===== src/rtl/rad_cfg.svh =====
// constants for the register access command decoder
//------------------------------------------------------------------------------
//------------------------------------------------------------------------------
`ifndef RAD_CFG_SVH
`define RAD_CFG_SVH

// bus offsets (byte addresses)
`define RAD_OFS_CMD        8'h00
`define RAD_OFS_DATA       8'h04
`define RAD_OFS_STAT       8'h08

// command byte fields
`define RAD_CMD_START_BIT  7
`define RAD_CMD_DIR_BIT    6
`define RAD_CMD_ADDR_MSB   5
`define RAD_CMD_RESET      8'h00

// status word fields
`define RAD_STAT_BAD_BIT   8
`define RAD_STAT_PEND_BIT  7
`define RAD_STAT_DIR_BIT   6

// address map regions
`define RAD_ADDR_RSV_CORE  6'h05
`define RAD_ADDR_CHAN_HI   2'b01
`define RAD_ADDR_SETUP_HI  3'b100
`define RAD_ADDR_FILT_HI   3'b101
`define RAD_ADDR_OFFS_HI   3'b110
`define RAD_ADDR_GAIN_HI   3'b111

`endif


===== src/rtl/rad_pkg.sv =====
// types shared by the command decoder files
package rad_pkg;

  // target register group, one-hot
  typedef enum logic [6:0]
  {
    RAD_GRP_CORE  = 7'h01,
    RAD_GRP_CHAN  = 7'h02,
    RAD_GRP_SETUP = 7'h04,
    RAD_GRP_FILT  = 7'h08,
    RAD_GRP_OFFS  = 7'h10,
    RAD_GRP_GAIN  = 7'h20,
    RAD_GRP_RSV   = 7'h40
  } rad_grp_e;

  // bus slave sequencing, one-hot
  typedef enum logic [2:0]
  {
    RAD_BUS_IDLE  = 3'h1,
    RAD_BUS_RDLOC = 3'h2,
    RAD_BUS_RDTGT = 3'h4
  } rad_bus_e;

endpackage


===== src/rtl/rad_addr_map.sv =====
// classifies a 6-bit target address into a register group and index
`timescale 1ns/10ps
`default_nettype none
`include "rad_cfg.svh"

module rad_addr_map
(
  input  wire logic             clk,    // system clock
  input  wire logic             rst_n,  // async reset, active low
  input  wire logic             load,   // capture a new address
  input  wire logic [5:0]       addr,   // target address from command
  output rad_pkg::rad_grp_e     grp,    // registered group
  output logic      [3:0]       idx     // registered index in group
);
  import rad_pkg::*;

  rad_grp_e   next_grp;
  logic [3:0] next_idx;

  // region decode of one address
  function automatic rad_grp_e classify(input logic [5:0] a);
    rad_grp_e g;
    g = RAD_GRP_RSV;
    if (a[5:3] == 3'b000 && a != `RAD_ADDR_RSV_CORE)
      g = RAD_GRP_CORE;
    else if (a[5:4] == `RAD_ADDR_CHAN_HI)
      g = RAD_GRP_CHAN;
    else if (a[5:3] == `RAD_ADDR_SETUP_HI)
      g = RAD_GRP_SETUP;
    else if (a[5:3] == `RAD_ADDR_FILT_HI)
      g = RAD_GRP_FILT;
    else if (a[5:3] == `RAD_ADDR_OFFS_HI)
      g = RAD_GRP_OFFS;
    else if (a[5:3] == `RAD_ADDR_GAIN_HI)
      g = RAD_GRP_GAIN;
    return g;
  endfunction

  // next group and index; channels use four index bits, others three
  always_comb
  begin
    next_grp = grp;
    next_idx = idx;
    if (load)
    begin
      next_grp = classify(addr);
      next_idx = (addr[5:4] == `RAD_ADDR_CHAN_HI) ? addr[3:0] : {1'b0, addr[2:0]};
    end
  end

  // registered so the top drives its outputs from flops
  always_ff @(posedge clk or negedge rst_n)
  begin
    if (!rst_n)
    begin
      grp <= RAD_GRP_CORE;
      idx <= 4'h0;
    end
    else
    begin
      grp <= next_grp;
      idx <= next_idx;
    end
  end

endmodule
`default_nettype wire


===== src/rtl/rad_cmd_decoder.sv =====
// ahb-lite command byte decoder steering one access to a target register
`timescale 1ns/10ps
`default_nettype none
`include "rad_cfg.svh"

module rad_cmd_decoder
(
  input  wire logic             hclk,        // bus clock, 125 MHz
  input  wire logic             hresetn,     // async reset, active low
  input  wire logic             hsel,        // slave select
  input  wire logic [31:0]      haddr,       // byte address
  input  wire logic [1:0]       htrans,      // transfer type
  input  wire logic             hwrite,      // write when high
  input  wire logic [2:0]       hsize,       // word only
  input  wire logic [31:0]      hwdata,      // write data
  input  wire logic             hready,      // bus ready in
  output logic                  hreadyout,   // slave ready
  output logic                  hresp,       // always okay
  output logic      [31:0]      hrdata,      // read data
  output logic                  tgt_wr,      // one-cycle target write
  output logic                  tgt_rd,      // target read request
  output logic      [5:0]       target_reg_addr, // addressed register
  output logic      [31:0]      tgt_wdata,   // target write data
  input  wire logic [31:0]      tgt_rdata,   // target read data
  output rad_pkg::rad_grp_e     tgt_grp,     // target group
  output logic      [3:0]       tgt_idx      // index within group
);
  import rad_pkg::*;

  //----------------------------------------------------------------------------
  // state
  //----------------------------------------------------------------------------
  rad_bus_e    bus_st, next_bus_st;
  logic        dp_wr, next_dp_wr;          // write data phase pending
  logic [2:0]  dp_sel, next_dp_sel;        // {stat, data, cmd}
  logic        pend, next_pend;            // command held, awaiting access
  logic        cmd_rd, next_cmd_rd;        // held direction
  logic [5:0]  cmd_addr, next_cmd_addr;    // held address
  logic        bad_cmd, next_bad_cmd;      // sticky rejected command
  logic        next_hreadyout;
  logic [31:0] next_hrdata;
  logic        next_tgt_wr;
  logic        next_tgt_rd;
  logic [5:0]  next_tgt_addr;
  logic [31:0] next_tgt_wdata;
  logic        map_load;
  logic        addr_go;
  logic        cmd_fire;
  logic        data_fire;
  logic        tgt_rsv;

  // address phase decode, upper address bits must be zero to hit
  function automatic logic [2:0] reg_sel(input logic [31:0] a);
    logic [2:0] s;
    s = 3'b000;
    if (a[31:8] == 24'h000000)
    begin
      if (a[7:0] == `RAD_OFS_CMD)
        s = 3'b001;
      else if (a[7:0] == `RAD_OFS_DATA)
        s = 3'b010;
      else if (a[7:0] == `RAD_OFS_STAT)
        s = 3'b100;
    end
    return s;
  endfunction

  assign addr_go   = hsel && htrans[1] && hready;
  assign cmd_fire  = dp_wr && dp_sel[0];
  assign data_fire = dp_wr && dp_sel[1];
  assign tgt_rsv   = (tgt_grp == RAD_GRP_RSV);

  //----------------------------------------------------------------------------
  // group classifier, loaded with each accepted command
  //----------------------------------------------------------------------------
  rad_addr_map u_map
  (
    .clk   (hclk),
    .rst_n (hresetn),
    .load  (map_load),
    .addr  (hwdata[`RAD_CMD_ADDR_MSB:0]),
    .grp   (tgt_grp),
    .idx   (tgt_idx)
  );

  //----------------------------------------------------------------------------
  // next state
  //----------------------------------------------------------------------------
  // reads cost one wait state, target data reads two, so they see every earlier write's effect
  always_comb
  begin
    next_bus_st    = bus_st;
    next_dp_wr     = 1'b0;
    next_dp_sel    = dp_sel;
    next_pend      = pend;
    next_cmd_rd    = cmd_rd;
    next_cmd_addr  = cmd_addr;
    next_bad_cmd   = bad_cmd;
    next_hreadyout = hreadyout;
    next_hrdata    = hrdata;
    next_tgt_wr    = 1'b0;
    next_tgt_rd    = tgt_rd;
    next_tgt_addr  = target_reg_addr;
    next_tgt_wdata = tgt_wdata;
    map_load       = 1'b0;

    // address phase
    if (addr_go)
    begin
      next_dp_sel = reg_sel(haddr);
      next_dp_wr  = hwrite;
      if (!hwrite)
      begin
        next_bus_st    = RAD_BUS_RDLOC;
        next_hreadyout = 1'b0;
      end
    end

    // read completion
    unique case (bus_st)
      RAD_BUS_IDLE:
        next_hrdata = hrdata;
      RAD_BUS_RDLOC:
      begin
        next_hrdata    = 32'h00000000;     // command byte reads zero
        next_hreadyout = 1'b1;
        next_bus_st    = RAD_BUS_IDLE;
        if (dp_sel[2])
        begin
          next_hrdata  = {23'h000000, bad_cmd, pend, cmd_rd, cmd_addr};
          next_bad_cmd = 1'b0;             // clear on read, set below wins
        end
        if (dp_sel[1])
        begin
          next_pend = 1'b0;                // access consumed, back to idle
          if (pend && cmd_rd && !tgt_rsv)  // read routed to target
          begin
            next_tgt_rd    = 1'b1;
            next_tgt_addr  = cmd_addr;
            next_hreadyout = 1'b0;
            next_bus_st    = RAD_BUS_RDTGT;
          end
        end
      end
      RAD_BUS_RDTGT:
      begin
        next_hrdata    = tgt_rdata;
        next_tgt_rd    = 1'b0;
        next_hreadyout = 1'b1;
        next_bus_st    = RAD_BUS_IDLE;
      end
    endcase

    // write data phase: command byte
    if (cmd_fire)
    begin
      if (!hwdata[`RAD_CMD_START_BIT])     // start qualifier low
      begin
        next_pend     = 1'b1;
        next_cmd_rd   = hwdata[`RAD_CMD_DIR_BIT];
        next_cmd_addr = hwdata[`RAD_CMD_ADDR_MSB:0];
        map_load      = 1'b1;
      end
      else
        next_bad_cmd = 1'b1;               // ignored, decoder state kept
    end

    // write data phase: data word
    if (data_fire)
    begin
      next_pend = 1'b0;
      if (pend && !cmd_rd && !tgt_rsv)     // reserved targets get nothing
      begin
        next_tgt_wr    = 1'b1;
        next_tgt_addr  = cmd_addr;
        next_tgt_wdata = hwdata;
      end
    end
  end

  //----------------------------------------------------------------------------
  // registers
  //----------------------------------------------------------------------------
  always_ff @(posedge hclk or negedge hresetn)
  begin
    if (!hresetn)
    begin
      bus_st          <= RAD_BUS_IDLE;
      dp_wr           <= 1'b0;
      dp_sel          <= 3'b000;
      pend            <= 1'b0;
      cmd_rd          <= 1'(`RAD_CMD_RESET >> `RAD_CMD_DIR_BIT);
      cmd_addr        <= 6'h00;
      bad_cmd         <= 1'b0;
      hreadyout       <= 1'b1;
      hresp           <= 1'b0;
      hrdata          <= 32'h00000000;
      tgt_wr          <= 1'b0;
      tgt_rd          <= 1'b0;
      target_reg_addr <= 6'h00;
      tgt_wdata       <= 32'h00000000;
    end
    else
    begin
      bus_st          <= next_bus_st;
      dp_wr           <= next_dp_wr;
      dp_sel          <= next_dp_sel;
      pend            <= next_pend;
      cmd_rd          <= next_cmd_rd;
      cmd_addr        <= next_cmd_addr;
      bad_cmd         <= next_bad_cmd;
      hreadyout       <= next_hreadyout;
      hresp           <= 1'b0;             // single okay response only
      hrdata          <= next_hrdata;
      tgt_wr          <= next_tgt_wr;
      tgt_rd          <= next_tgt_rd;
      target_reg_addr <= next_tgt_addr;
      tgt_wdata       <= next_tgt_wdata;
    end
  end

  //----------------------------------------------------------------------------
  // checks
  //----------------------------------------------------------------------------
  chk_bad_cmd_ignored: assert property (@(posedge hclk) disable iff (!hresetn)
    cmd_fire && hwdata[7] |=> bad_cmd && $stable(cmd_addr) && !tgt_wr)
    else $error("command with start bit set was not ignored");

  chk_good_cmd_held: assert property (@(posedge hclk) disable iff (!hresetn)
    cmd_fire && !hwdata[7] |=> pend && cmd_addr == $past(hwdata[5:0]))
    else $error("valid command address not held");

  chk_dir_decode: assert property (@(posedge hclk) disable iff (!hresetn)
    cmd_fire && !hwdata[7] |=> cmd_rd == $past(hwdata[6]))
    else $error("command direction decoded wrongly");

  chk_tgt_write: assert property (@(posedge hclk) disable iff (!hresetn)
    data_fire && pend && !cmd_rd && !tgt_rsv
      |=> tgt_wr && target_reg_addr == $past(cmd_addr) && tgt_wdata == $past(hwdata))
    else $error("data write not routed to addressed register");

  chk_back_to_idle: assert property (@(posedge hclk) disable iff (!hresetn)
    data_fire ##1 !cmd_fire |-> !pend)
    else $error("decoder did not return to idle after access");

  chk_tgt_read: assert property (@(posedge hclk) disable iff (!hresetn)
    $rose(tgt_rd) |-> !hreadyout ##1 (hreadyout && !tgt_rd))
    else $error("target read did not complete in one wait state");

  chk_map_chan: assert property (@(posedge hclk) disable iff (!hresetn)
    pend && cmd_addr[5:4] == 2'b01 |-> tgt_grp == RAD_GRP_CHAN && tgt_idx == cmd_addr[3:0])
    else $error("channel address mapped wrongly");

  chk_map_gain: assert property (@(posedge hclk) disable iff (!hresetn)
    pend && cmd_addr[5:3] == 3'b111 |-> tgt_grp == RAD_GRP_GAIN && tgt_idx == {1'b0, cmd_addr[2:0]})
    else $error("gain address mapped wrongly");

  chk_map_core: assert property (@(posedge hclk) disable iff (!hresetn)
    pend && cmd_addr[5:3] == 3'b000 && cmd_addr != 6'h05 |-> tgt_grp == RAD_GRP_CORE)
    else $error("core address mapped wrongly");

  chk_rsv_no_effect: assert property (@(posedge hclk) disable iff (!hresetn)
    pend && tgt_rsv |-> ##1 (!tgt_wr && !$rose(tgt_rd)))
    else $error("reserved address reached a target");

endmodule
`default_nettype wire


===== config.mk =====
export PLATFORM = sky130hd
export DESIGN_NAME = rad_cmd_decoder
export DESIGN_NICKNAME = d
export VERILOG_FILES = /design/src/rtl/rad_pkg.sv /design/src/rtl/rad_addr_map.sv /design/src/rtl/rad_cmd_decoder.sv
export VERILOG_INCLUDE_DIRS = /design/src /design/src/rtl
export SDC_FILE = /design/constraint.sdc
export NUM_CORES = 1
export LEC_CHECK = 0
export BUFFER_PORTS_ARGS = -buffer_cell sky130_fd_sc_hd__buf_2
export CORE_MARGIN = 2
export CORE_UTILIZATION = 48
export CTS_BUF_LIST = sky130_fd_sc_hd__clkbuf_4
export DETAILED_ROUTE_END_ITERATION = 10
export GPL_TIMING_DRIVEN = 0
export HOLD_SLACK_MARGIN = 0.08
export PLACE_DENSITY = 0.88
export RECOVER_POWER = 100
export SETUP_SLACK_MARGIN = 0.3
export SLEW_MARGIN = 20
export SYNTH_ARGS = -nofsm -noshare
export SYNTH_HDL_FRONTEND = slang
export SYNTH_HIERARCHICAL = 1
export SYNTH_SLANG_ARGS = --single-unit

===== constraint.sdc =====
create_clock -name hclk -period 2.2 [get_ports hclk]
set_input_delay 0.11 -clock hclk [delete_from_list [all_inputs] [get_ports hclk]]
set_output_delay 0.11 -clock hclk [all_outputs]
set_load 0.01 [all_outputs]

==> impl_metrics.tcl, run 1 <==
set metrics [dict create \
    hp-start "hready" \
    syn_area_per_cell_um2 13.0 \
    fp.dieW_um 97.0 \
    synthArstFlopShare_pct 100 \
    path_class "reg2reg" \
    end_kind "register" \
    combPwrFrac_pct 16.5 \
    outcome "completed" \
    timing.fmax_mhz 530 \
    clk_pin_slew_ps 150 \
    initial_core_util_pct 50.0 \
    slowest_delay_ps 500 \
    holdPathEnd "dp_sel[1]$_DFFE_PN0P_" \
    tns_ps 0 \
    cts_made_buffers 9 \
    synth_fp_nets 424 \
    rows 33 \
    drv_slew 0 \
    grt_pass1_vias 4093 \
    die_h_um 97.0 \
    syn-cell-area_um2 4150 \
    power_density_nw_per_um2 558 \
    cp.required_ps 2520 \
    switching_power_uw 942 \
    vias_per_cell 5.21 \
    leakage_uw 0.00292 \
    ys_warn_count 6 \
    reg2reg_slack_ps 310 \
    root_buffer "clkbuf_4" \
    r2r-end "target_reg_addr[1]$_DFF_PN0_" \
    grt_usage_pct 27.0 \
    h-tree-depth 3 \
    drc 0 \
    critPathArrivalTime_ps 2200 \
    gr-total-overflow 0 \
    grt_pass1_wl_um 20300 \
    max_slew_margin_pct 16.4 \
    dr_total_vias 3648 \
    gp_congestion 0.783 \
    synthCells 318 \
    drt_iter0_drc 102 \
    postLayoutCoreUtil_pct 71.0 \
    drive_gt1_share_pct 25.5 \
    r2r-start "bus_st[1]$_DFFE_PN0P_" \
    synth-seq-area-share_pct 59.8 \
    ant_nets 0 \
    yosysTopAreaCell "dfrtp_1" \
    hold_viol 0 \
    synth-seq-cells 99 \
    n_antenna_cell 0 \
    finalSetupViolations 0 \
    area_growth_pct 42.0 \
    insertion_delay_ps 440 \
    fp.coreArea_um2 8300 \
    clock-sinks 99 \
    sw_frac_of_total_pct 28.7 \
    internal_power_uw 2350 \
    holdPathStages 4 \
    crit_slowest_cell "dfrtp_1" \
    fin_crit_sh_pct 85.8 \
    r2r_cells 5 \
    yosysMostFrequentCell "dfrtp_1" \
    cts_tree "yes" \
    placement.io_buffers 185 \
    cts_setup_buffers 0 \
    rsz0062_at_grt "false" \
    wl_um 12100 \
    ir_drop_v 0.000393 \
    dp_hpwl_um 7570 \
    synth_edf_count 0 \
    wire_per_inst_um 17.3 \
    antenna_found_initial 0 \
    cp_max_fo 6 \
    crit_chain "nor3b_1, mux2i_1, nor2b_1, buf_2, mux2_2" \
    drt-pass1-iter-count 4 \
    cap_viol_max_count 0 \
    num_io_pins 191 \
    clock_power_share_pct 25.5 \
    ys.flop_type "dfrtp_1" \
    dieArea_um2 9400 \
    layout_min_cycle_time_ps 1890 \
    start_kind "register" \
    holdCritPathClass "in2reg" \
    netlist.area_leader.share_pct 58.5 \
    fin_skew_ps 26.9 \
    worst_pin_slew_ps 1250 \
    grt_start_max_net_pins 52 \
    synthTopCellsByArea "dfrtp_1, mux2_4, a22o_1" \
    clock_path_buffers 2 \
    yosys-top-cells-count "dfrtp_1, nand2_1, mux2_4" \
    yosysUniqueCellTypes 50 \
    seq_power_share_pct 58.0 \
    num-nets-final 696 \
]
==> cells in the final DEF (no fill, tap or decap), types with 6 or more instances in the layout <==
cell type	instances
a21oi_1	11
a22o_1	23
buf_2	105
clkbuf_1	90
clkbuf_4	11
dfrtp_1	97
dlygate4sd3_1	75
inv_1	7
mux2_1	26
mux2_2	12
nand2_1	48
nor2_1	13
nor4_1	6
o21ai_0	11
==> power by group through the flow <==
stage	clock, uW	sequential [uW]	combinational [uW]
after floorplan	0	1940	202
after global placement	0	1940	409
after detailed placement	0	1940	434
after CTS	868	1910	535
after global routing	936	1910	599
final	839	1910	543
==> per-stage QoR <==
| stage | total power (uW) | worst slack (ps) | area, um2 | cells | hold WS, ps |
|---|---|---|---|---|---|
| detailed placement | 2380 | 275 | 5240 | 609 | 79.0 |
| floorplan | 2140 | 543 | 4150 | 318 | -186 |
| CTS | 3310 | 351 | 6100 | 700 | 119 |
| global placement | 2350 | 161 | 5200 | 608 | 326 |
| finish | 3290 | 313 | 5890 | 700 | 151 |
| global route | 3450 | 153 | 5890 | 700 | 177 |
==> state kept, by name, indices dropped and copies added, names as in the netlist <==
register         flops
bus_st               3
tgt_wdata           32
dp_wr                1
tgt_rd               1
dp_sel               3
target_reg_addr      6
hrdata              32
tgt_wr               1
pend                 1
u_map/idx            4
cmd_addr             6
bad_cmd              1
u_map/grp            7
cmd_rd               1
==> kinds of logic after synthesis <==
logic type | after synthesis | synth area share (%)
other | 1 | 0.0904
xor gates and xnor gates | 1 | 0.211
and+or+nand+nor | 87 | 10.2
DFF | 99 | 59.8
muxes | 42 | 14.0
buffers and inverters | 26 | 4.13
AOI/OAI and AO/OA | 62 | 11.6
==> worst max path at each step <==
stage	from	to	slack, ps
global route	dp_wr$_DFF_PN0_	u_map/grp[4]$_DFFE_PN0P_	150
floorplan	u_map/grp[2]$_DFFE_PN0P_	tgt_wdata[12]$_DFFE_PN0P_	540
finish	bus_st[1]$_DFFE_PN0P_	target_reg_addr[1]$_DFF_PN0_	310
global placement	hresetn	hrdata[24]$_DFFE_PN0P_	160
CTS	bus_st[0]$_DFFE_PN1P_	hrdata[22]$_DFFE_PN0P_	350
detailed placement	dp_wr$_DFF_PN0_	u_map/grp[2]$_DFFE_PN0P_	270
==> cell type report <==
type,instances,area (um2)
multi-input combinational,193,1400
timing repair buffer,261,1600
tap,105,131
clock buffer,11,82.6
sequential,99,2480
buffer,17,129
inverter,9,35.0
clock inverter,5,30.0
fill,657,2410
==> worst max-delay path, delay by kind of cell, from the launching register on <==
kind | cells | cell delay (ps)
flops | 1 | 500
mux | 2 | 490
buf+inv | 1 | 200
simple gates | 2 | 580
==> metal layers <==
layer	global-route usage (%)	vias up	wire length, um
li1	-	1673	-
met1	31.5	1757	4580
met2	47.7	182	6320
met3	7.30	36	861
met4	9.53	0	366
met5	0	-	0
==> repair_timing <==
| item | CTS | global route |
|---|---|---|
| setup endpoints to repair | 7 | 48 |
| hold buffers | 75 | 0 |
| gates resized for setup | 1 | 4 |
| pin swaps | 0 | 1 |
| endpoints found under the hold margin | 189 | 0 |
Power figures use the tool's default switching activity.
==> run 2: changes to the inputs <==
--- a/config.mk
+++ b/config.mk
@@ -6,6 +6,7 @@
 export SDC_FILE = /design/constraint.sdc
 export NUM_CORES = 1
 export LEC_CHECK = 0
+export ABC_AREA = 1
 export BUFFER_PORTS_ARGS = -buffer_cell sky130_fd_sc_hd__buf_2
 export CORE_MARGIN = 2
 export CORE_UTILIZATION = 48
==> run 2 against run 1 <==
- flip-flop and latch count did not move
- area after synthesis grew 0.21%
- sequential share of layout area decreased by 0.51 points
- cell count increased by 23%
- critical path type unchanged
==> impl_metrics.tcl, run 2 <==
set metrics [dict create \
    pre_cts_slack_ps 575 \
    drv_slew 0 \
    syn-cell-area_um2 4160 \
    synth_edf_count 0 \
    fillers 673 \
    area_growth_pct 43.4 \
    dr_total_vias 4215 \
    clock_power_share_pct 24.7 \
    end_kind "register" \
    gp_congestion 0.857 \
    ys.flop_type "dfrtp_1" \
    yosysTopAreaCell "dfrtp_1" \
    worst_pin_slew_ps 1040 \
    combPwrFrac_pct 19.7 \
    place_area_um2 5250 \
    path_class "reg2reg" \
    ir_drop_v 0.000352 \
    synth-seq-cells 99 \
    holdCritPathClass "in2reg" \
    fin_ws_ps 357 \
    yosysUniqueCellTypes 27 \
    drt_iter0_drc 230 \
    crit_chain "nand2_1, nor2_1, nand2_1, dlygate4sd3_1, nand2_1" \
    synth-seq-area-share_pct 59.7 \
    drt-pass1-iter-count 5 \
    netlist.area_leader.share_pct 58.4 \
    start_kind "register" \
    yosys-top-cells-count "nand2_1, dfrtp_1, inv_1" \
    leakage_uw 0.00288 \
    clock-sinks 99 \
    grt_usage_pct 27.1 \
    synthTopCellsByArea "dfrtp_1, nand2_1, inv_1" \
    clock_path_buffers 2 \
    timing.fmax_mhz 542 \
    grt_pass1_wl_um 20700 \
    grt_start_max_net_pins 60 \
    ys_warn_count 6 \
    drc 0 \
    cts_made_buffers 9 \
    synthCells 476 \
    switching_power_uw 1110 \
    tns_ps 0 \
    root_buffer "clkbuf_4" \
    num_io_pins 191 \
    power_density_nw_per_um2 605 \
    slowest_delay_ps 610 \
    die_h_um 97.1 \
    gr-total-overflow 0 \
    sw_frac_of_total_pct 30.9 \
    wl_um 12400 \
    crit_slowest_cell "dlygate4sd3_1" \
    hold_viol 0 \
    cp.required_ps 2600 \
    drive_gt1_share_pct 17.0 \
    clk_pin_slew_ps 160 \
    syn_area_per_cell_um2 8.73 \
    cts_tree "yes" \
    outcome "completed" \
    cp_max_fo 9 \
    insertion_delay_ps 450 \
    internal_power_uw 2490 \
    fp.dieW_um 97.1 \
    synth_fp_nets 582 \
    n_antenna_cell 0 \
    dieArea_um2 9420 \
    max_slew_margin_pct 30.7 \
    layout_min_cycle_time_ps 1840 \
    antenna_found_initial 0 \
    initial_core_util_pct 50.1 \
    seq_power_share_pct 55.5 \
    fp.coreArea_um2 8300 \
    mostFrequentLayoutCell "nand2_1" \
    ant_nets 0 \
    rows 33 \
    grt_pass1_vias 4268 \
    wire_per_inst_um 14.4 \
    cap_viol_max_count 0 \
    dp_hpwl_um 8110 \
    critPathArrivalTime_ps 2250 \
    vias_per_cell 4.90 \
    final_area_um2 5960 \
    fin_crit_sh_pct 83.8 \
    finalSetupViolations 0 \
    final_cell_mix "nand2_1, buf_2, dfrtp_1" \
    fin_skew_ps 21.1 \
    yosysMostFrequentCell "nand2_1" \
    synthArstFlopShare_pct 100 \
    num-nets-final 856 \
    reg_top3 "hrdata: 32 flops, tgt_wdata: 32 flops, u_map/grp: 7 flops" \
    rsz0062_at_grt "false" \
    h-tree-depth 3 \
    placement.io_buffers 185 \
    path_common_cell "nand2_1" \
]
## run 2: power groups by stage
stage	logic [uW]	clock network, uW	registers, uW
after floorplan	293	0	2070
after global placement	614	0	2040
after detailed placement	652	0	2040
after CTS	751	907	2010
after global routing	794	995	2020
final	711	893	2000
## run 2: cell families (layout without fill, tap and decap cells)
| group | count (synthesis) | after routing | share of synthesized area, % |
|---|---|---|---|
| flops | 99 | 99 | 59.7 |
| other cells | 1 | 1 | 0.0902 |
| compound gates | 60 | 60 | 8.43 |
| simple gates | 247 | 247 | 24.1 |
| buf+inv | 69 | 348 | 7.71 |
## run 2: worst paths after layout
path	slack [ps]	cells past startpoint	endpoint	startpoint
worst max-delay path	360	5	u_map/idx[2]$_DFFE_PN0P_	dp_sel[0]$_DFFE_PN0P_
worst min-delay path	130	4	dp_sel[2]$_DFFE_PN0P_	htrans[1]
worst max register to register	360	5	u_map/idx[2]$_DFFE_PN0P_	dp_sel[0]$_DFFE_PN0P_
worst min register to register	500	2	tgt_wdata[17]$_DFFE_PN0P_	tgt_wdata[17]$_DFFE_PN0P_
max in group asynchronous	970	3	u_map/grp[0]$_DFFE_PN1P_	hresetn
min in group asynchronous	340	2	hrdata[11]$_DFFE_PN0P_	hresetn
## run 2: routing by layer
metal  vias to the layer above  track usage (%)  routed length (um)
met4                         0             10.1                 307
met5                         -                0                   0
met1                      1974             33.0                4940
met2                       177             48.6                6380
li1                       2035                -                   -
met3                        29             4.32                 734
## run 2: cell type report
class | instances | area, um2 | area share [%]
Inverter | 50 | 188 | 3.15
Timing Repair Buffer | 263 | 1620 | 27.2
Multi-Input combinational cell | 308 | 1310 | 22.0
Tap cell | 105 | 131 | 2.20
Clock buffer | 10 | 75.1 | 1.26
Sequential cell | 99 | 2480 | 41.6
Clock inverter | 6 | 48.8 | 0.818
Buffer | 19 | 106 | 1.78
## run 2: timing repair
action	4_1_cts	5_1_grt
setup buffers	0	0
hold buffers	78	0
gates resized for setup	0	1
hold endpoints to repair	188	0
setup endpoints to repair	0	2
## run 2: critical path: cells and delay by family (launching register included)
kind,cells,cell delay [ps]
buf+inv,1,610
flops,1,370
simple gates,4,830
## run 2: per-stage QoR
step / power (uW) / util [%] / hold WS [ps] / std cells
2_1_floorplan: 2370 / - / -186 / 476
3_3_place_gp: 2650 / 62.8 / 304 / 766
3_5_place_dp: 2690 / 63.2 / 43.2 / 767
4_1_cts: 3660 / 74.1 / 99.2 / 861
5_1_grt: 3810 / 71.8 / 134 / 860
6_report: 3610 / 71.8 / 132 / 860
